File: config.mk
export PLATFORM = sky130hd
export DESIGN_NAME = bias_reset_id_regs
export DESIGN_NICKNAME = d
export VERILOG_FILES = /design/src/logic/bias_regs_pkg.sv /design/src/logic/bias_field.sv /design/src/logic/bias_reset_id_regs.sv
export VERILOG_INCLUDE_DIRS = /design/src /design/src/logic
export SDC_FILE = /design/constraint.sdc
export NUM_CORES = 1
export LEC_CHECK = 0
export BUFFER_PORTS_ARGS = -buffer_cell sky130_fd_sc_hd__buf_2
export CORE_AREA = 2 2 58 60
export CTS_BUF_LIST = sky130_fd_sc_hd__clkbuf_2 sky130_fd_sc_hd__clkbuf_4 sky130_fd_sc_hd__clkbuf_8
export DETAILED_ROUTE_END_ITERATION = 10
export DIE_AREA = 0 0 60 62
export PLACE_DENSITY = 0.76
export SYNTH_ARGS = -nofsm -noshare
export SYNTH_HDL_FRONTEND = slang
export SYNTH_HIERARCHICAL = 1
export SYNTH_SLANG_ARGS = --single-unit
File: constraint.sdc
create_clock -name clk_i -period 1.9 [get_ports clk_i]
set_input_delay 0.095 -clock clk_i [delete_from_list [all_inputs] [get_ports clk_i]]
set_output_delay 0.095 -clock clk_i [all_outputs]
set_load 0.1 [all_outputs]
File: src/logic/bias_regs_defines.svh
`ifndef BIAS_REGS_DEFINES_SVH
`define BIAS_REGS_DEFINES_SVH

// Register indices; byte address is four times the index
`define IDX_RESET_IDENTITY 8'h00
`define IDX_BIAS_CONTROL 8'h04
`define IDX_MIDPOINT_CONTROL 8'h05
`define IDX_MIC_THRESHOLD 8'h06

// Arbitrary neutral identification value
`define IDENTITY_WORD_VALUE 16'h5a3c

// Field positions
`define MAIN_BIAS_BIT 0
`define MID_BUF_BIT 6
`define MID_DIV_LO 1
`define MID_DIV_HI 2
`define MID_SRC_BIT 0
`define DET_LVL_LO 4
`define DET_LVL_HI 6
`define SHORT_LVL_LO 2
`define SHORT_LVL_HI 3

// Reset values
`define RST_BIT 1'b0
`define RST_DIV 2'h0
`define RST_DET 3'h0
`define RST_SHORT 2'h0

`endif

File: src/logic/bias_regs_pkg.sv
package bias_regs_pkg;

    typedef enum logic [1:0] {
        MID_OFF = 2'b00,
        MID_NORMAL = 2'b01,
        MID_STANDBY = 2'b10,
        MID_FAST = 2'b11
    } midpoint_divider_type;

    typedef enum logic [0:0] {
        BUS_IDLE = 1'b0,
        BUS_ACK = 1'b1
    } bus_state_type;

endpackage

File: src/logic/bias_field.sv
`include "bias_regs_defines.svh"

// One software field with reset value, cleared by the soft reset
module bias_field
    import bias_regs_pkg::*;
#(
    parameter int WIDTH = 1,
    parameter logic [WIDTH-1:0] RESET_VALUE = '0
) (
    input wire logic clk_i,
    input wire logic rst_i,
    input wire logic clear_i,
    input wire logic load_i,
    input wire logic [WIDTH-1:0] data_i,
    output logic [WIDTH-1:0] value_o
);
    typedef struct packed {
        logic [WIDTH-1:0] value;
    } field_state_type;

    field_state_type state_q;
    field_state_type state_d;

    always_comb begin
        state_d = state_q;
        if (clear_i) begin
            state_d.value = RESET_VALUE;
        end else if (load_i) begin
            state_d.value = data_i;
        end
    end

    always_ff @(posedge clk_i) begin
        if (rst_i) begin
            state_q <= '{value: RESET_VALUE};
        end else begin
            state_q <= state_d;
        end
    end

    assign value_o = state_q.value;
endmodule

File: src/logic/bias_reset_id_regs.sv
// Design decision made here: the Wishbone interface to the registers.
`include "bias_regs_defines.svh"

module bias_reset_id_regs
    import bias_regs_pkg::*;
(
    input wire logic clk_i,
    input wire logic rst_i,
    input wire logic wb_cyc_i,
    input wire logic wb_stb_i,
    input wire logic wb_we_i,
    input wire logic [9:0] wb_adr_i,
    input wire logic [3:0] wb_sel_i,
    input wire logic [31:0] wb_dat_i,
    output logic [31:0] wb_dat_o,
    output logic wb_ack_o,
    output logic wb_err_o,
    output logic main_bias_enable_o,
    output logic midpoint_buffer_enable_o,
    output logic [1:0] midpoint_divider_select_o,
    output logic midpoint_source_enable_o,
    output logic [2:0] mic_current_detect_level_o,
    output logic [1:0] mic_short_detect_level_o
);

    ////////////////////////////////////////////////////////////////////////////
    // Bus state

    typedef struct packed {
        bus_state_type phase;
        logic ack;
        logic err;
        logic [31:0] rdata;
    } bus_regs_type;

    bus_regs_type bus_q;
    bus_regs_type bus_d;

    logic request;
    logic [7:0] index;
    logic aligned;
    logic hit_id;
    logic hit_bias;
    logic hit_mid;
    logic hit_mic;
    logic mapped;
    logic write_go;
    logic soft_clear;
    logic lane0;
    logic bias_val;
    logic buf_val;
    logic [1:0] div_val;
    logic src_val;
    logic [2:0] det_val;
    logic [1:0] short_val;
    logic [15:0] read_word;

    assign request = wb_cyc_i && wb_stb_i && (bus_q.phase == BUS_IDLE);
    assign index = wb_adr_i[9:2];
    assign aligned = (wb_adr_i[1:0] == 2'h0);
    assign hit_id = aligned && (index == `IDX_RESET_IDENTITY);
    assign hit_bias = aligned && (index == `IDX_BIAS_CONTROL);
    assign hit_mid = aligned && (index == `IDX_MIDPOINT_CONTROL);
    assign hit_mic = aligned && (index == `IDX_MIC_THRESHOLD);
    assign mapped = hit_id || hit_bias || hit_mid || hit_mic;
    // Writes land once, on the cycle the request is taken
    assign write_go = request && wb_we_i && mapped;
    // Any data, any lanes: the write itself is the command
    assign soft_clear = write_go && hit_id;
    // All fields live in the low byte
    assign lane0 = wb_sel_i[0];

    ////////////////////////////////////////////////////////////////////////////
    // Fields

    bias_field #(.WIDTH(1), .RESET_VALUE(`RST_BIT)) u_main_bias (
        .clk_i(clk_i),
        .rst_i(rst_i),
        .clear_i(soft_clear),
        .load_i(write_go && hit_bias && lane0),
        .data_i(wb_dat_i[`MAIN_BIAS_BIT]),
        .value_o(bias_val)
    );

    bias_field #(.WIDTH(1), .RESET_VALUE(`RST_BIT)) u_mid_buffer (
        .clk_i(clk_i),
        .rst_i(rst_i),
        .clear_i(soft_clear),
        .load_i(write_go && hit_mid && lane0),
        .data_i(wb_dat_i[`MID_BUF_BIT]),
        .value_o(buf_val)
    );

    bias_field #(.WIDTH(2), .RESET_VALUE(`RST_DIV)) u_mid_divider (
        .clk_i(clk_i),
        .rst_i(rst_i),
        .clear_i(soft_clear),
        .load_i(write_go && hit_mid && lane0),
        .data_i(wb_dat_i[`MID_DIV_HI:`MID_DIV_LO]),
        .value_o(div_val)
    );

    bias_field #(.WIDTH(1), .RESET_VALUE(`RST_BIT)) u_mid_source (
        .clk_i(clk_i),
        .rst_i(rst_i),
        .clear_i(soft_clear),
        .load_i(write_go && hit_mid && lane0),
        .data_i(wb_dat_i[`MID_SRC_BIT]),
        .value_o(src_val)
    );

    bias_field #(.WIDTH(3), .RESET_VALUE(`RST_DET)) u_det_level (
        .clk_i(clk_i),
        .rst_i(rst_i),
        .clear_i(soft_clear),
        .load_i(write_go && hit_mic && lane0),
        .data_i(wb_dat_i[`DET_LVL_HI:`DET_LVL_LO]),
        .value_o(det_val)
    );

    bias_field #(.WIDTH(2), .RESET_VALUE(`RST_SHORT)) u_short_level (
        .clk_i(clk_i),
        .rst_i(rst_i),
        .clear_i(soft_clear),
        .load_i(write_go && hit_mic && lane0),
        .data_i(wb_dat_i[`SHORT_LVL_HI:`SHORT_LVL_LO]),
        .value_o(short_val)
    );

    ////////////////////////////////////////////////////////////////////////////
    // Read mux

    always_comb begin
        read_word = 16'h0000;
        if (hit_id) begin
            read_word = `IDENTITY_WORD_VALUE;
        end else if (hit_bias) begin
            read_word[`MAIN_BIAS_BIT] = bias_val;
        end else if (hit_mid) begin
            read_word[`MID_BUF_BIT] = buf_val;
            read_word[`MID_DIV_HI:`MID_DIV_LO] = div_val;
            read_word[`MID_SRC_BIT] = src_val;
        end else if (hit_mic) begin
            read_word[`DET_LVL_HI:`DET_LVL_LO] = det_val;
            read_word[`SHORT_LVL_HI:`SHORT_LVL_LO] = short_val;
        end
    end

    ////////////////////////////////////////////////////////////////////////////
    // Bus handshake: answer registered one cycle after the request is taken; requests are ignored while it shows

    always_comb begin
        bus_d = bus_q;
        bus_d.ack = 1'b0;
        bus_d.err = 1'b0;
        case (bus_q.phase)
            BUS_IDLE: begin
                if (request) begin
                    bus_d.phase = BUS_ACK;
                    bus_d.ack = mapped;
                    bus_d.err = !mapped;
                    bus_d.rdata = {16'h0000, read_word};
                end
            end
            BUS_ACK: begin
                // Drop answer so a held request is not taken twice
                bus_d.phase = BUS_IDLE;
            end
            default: begin
                bus_d.phase = BUS_IDLE;
            end
        endcase
    end

    always_ff @(posedge clk_i) begin
        if (rst_i) begin
            bus_q <= '{phase: BUS_IDLE, ack: 1'b0, err: 1'b0, rdata: 32'h0000_0000};
        end else begin
            bus_q <= bus_d;
        end
    end

    assign wb_ack_o = bus_q.ack;
    assign wb_err_o = bus_q.err;
    assign wb_dat_o = bus_q.rdata;
    assign main_bias_enable_o = bias_val;
    assign midpoint_buffer_enable_o = buf_val;
    assign midpoint_divider_select_o = div_val;
    assign midpoint_source_enable_o = src_val;
    assign mic_current_detect_level_o = det_val;
    assign mic_short_detect_level_o = short_val;
endmodule

==> metrics <==
slowest stage delay, CP roughly 570 ps; Fin. Hold Viols 0; WHS Endpoint u_main_bias/value_o; CTS buffer count 3; setup_tns 0 ps; FMAX around 610 MHz; CTS Buffer Depth 2; All-Layer GR Usage 0.137; row count 21; Clock transition at path regs 110 ps; die height 62 um; DP HPWL ~2.0 mm; Post-synth EDFFs 0; CP max-delay cell or4b_1; Die Area about 0.0037 mm^2; initial drt markers 23; I/O pin cnt 95; mapped cell area 0.00117 mm^2; Syn-to-layout area delta 17.5%; IO Port Bufs between 40 and 50; post-synth top area share 0.359; H-tree Lvls 1; final cell count without fillers 217; yosys warns 6; arrival time worst endpoint between 1500 and 2000 ps; CP cell instances buf_2, or4b_1, nor3_1, nor2b_1, and3_1, mux2i_1, nor3_2; Post-CTS Setup Bufs 0; Num Clock Sinks 21; die extent in x about 60 um; post-synth cell types 26; first-pass iteration count of the detailed router 4; core area ~0.0032 mm^2; Reg-to-Reg End u_mid_buffer/value_o; Synth Flop Type dfxtp_1; GPL Wtd Cong 0.840; crit path kind in -> reg; ant diodes 0; share of cells above drive strength 1 0.398; Finished Cell Area approximately 0.0014 mm^2; crit end category register; hold path start wb_dat_i[0]; leak pwr roughly 0.62 nW; drt via density between 4 and 5; RSZ-0062 raised after global routing false; initial antenna violation count 0; r2r setup slk ~350 ps; critical path required time around 2100 ps; register area share after synthesis 0.359; maxcap violations 0; post-CTS sizing 0; vias in the first global route between 800 and 900; cell taking the most area after synthesis dfxtp_1; Peak supply drop about 0.22 mV; Finish-stage setup viols 0; final clock skew roughly 5.9 ps; DP Area roughly 0.0013 mm^2; cell count after placement between 200 and 250; most frequent cells in the layout buf_2, conb_1, dfxtp_1; CP Launch Type input port; remaining antenna violation count 0; CP max FO 4; Avg Cell Area, Syn 9.07 um^2; synthesized instance count about 130; status finished clean; Post-synth ARST share 0; Slew Limit Fails 0; Wirelength per Cell approximately 12 um; root buffer cell clkbuf_4; Final Critical Period about 1600 ps; fin crit share 0.856; worst-skew pair later-pin latency just over 300 ps; worst r2r path cells 6; worst hold path type in -> reg; CP Buf/Inv Count 1; PD cells just over 700 mW/mm^2; commonest non-fill, non-tap cell in the layout buf_2; Vias 964; Post-CTS Hold Buffers 0; final wirelength ~2.5 mm; cell family with most CP delay simple AND/OR/NAND/NOR gates; Worst R2R Start bus_q[34]; first-pass GRT wire length roughly 3.7 mm; Final nets 223; starting density of the core 0.368; CTS tree yes; top cells by area, synth dfxtp_1, buf_4, mux2i_1; grt ovf 0; Residual DRC 0; synthesized flop and latch total 21; largest net degree at the start of global routing 22; hold path cells 3
[cell usage after synthesis, types with 2 or more instances]
library cell / n
buf_4: 32
dfxtp_1: 21
mux2i_1: 10
nand2_1: 10
nor3_1: 10
nor2_1: 8
a21oi_1: 5
nor2b_1: 5
a211oi_2: 4
nand3_1: 3
nor3_2: 3
a22o_1: 2
and3_1: 2
clkbuf_1: 2
[per-layer routing]
metal  up-vias  GRT usage  part of all wire  routed length, um
li1        476          -                 -                  -
met1       438      0.154              0.40                994
met2        46      0.242              0.50               1260
met3         4     0.0248             0.082                204
met4         0     0.0794             0.018                 44
met5         -          0                 0                  0
[per-stage QoR]
stage          total power, W  worst slack [ps]   util  hold WS, ps
3_5_place_dp         0.000761             -43.4  0.423          388
2_1_floorplan        0.000755               157      -          166
6_report             0.000983               273  0.433         62.6
3_3_place_gp         0.000758              1.04  0.423          384
5_1_grt               0.00102               168  0.433         72.2
4_1_cts              0.000986               278  0.433         64.6
[worst max-delay path by stage]
stage | startpoint | end | slack [ps] | depth (start not counted)
3_5_place_dp | wb_adr_i[7] | u_mid_buffer/value_o | -40 | 7
2_1_floorplan | wb_adr_i[1] | u_det_level/value_o[2] | 160 | 5
4_1_cts | wb_adr_i[7] | u_mid_buffer/value_o | 280 | 7
6_report | wb_adr_i[1] | u_mid_buffer/value_o | 270 | 7
5_1_grt | wb_adr_i[7] | u_mid_divider/value_o[1] | 170 | 7
3_3_place_gp | wb_adr_i[1] | u_mid_source/value_o | 1 | 7
[worst min-delay path, stage by stage]
cell     delay (ps)
buf_2            90
mux2i_1          70
nor3_2           90
[kinds of logic (layout without fill, tap and decap cells)]
family | Yosys count | count (layout) | share of synthesized area
AOI/OAI and AO/OA | 11 | 11 | 0.0791
buffers and inverters | 34 | 56 | 0.212
DFF | 21 | 21 | 0.359
muxes | 11 | 11 | 0.0952
other | 1 | 21 | 0.00321
and+or+nand+nor | 51 | 51 | 0.251
[final cells by class]
class                   count  area [um^2]
fillers                   345         1800
flip-flops and latches     21          420
clock buffers               4         30.0
well taps                  46         57.6
repair buffers             52          290
multi-input cells          94          577
[flip-flops by register name (all words and copies together), names as in the netlist]
signal,count
bus_q,1
u_mid_buffer/value_o,1
wb_err_o,1
u_mid_divider/value_o,2
u_short_level/value_o,2
u_mid_source/value_o,1
wb_dat_o,8
wb_ack_o,1
u_main_bias/value_o,1
u_det_level/value_o,3
[power breakdown]
group | internal (W) | total, W | switching (W)
sequential | 0.000447 | 0.000450 | 0.00000270
clock | 0.0000965 | 0.000232 | 0.000135
combinational | 0.0000361 | 0.000302 | 0.000266
total | 0.000579 | 0.000983 | 0.000403
Note: power is estimated with default switching activity, not from simulation.
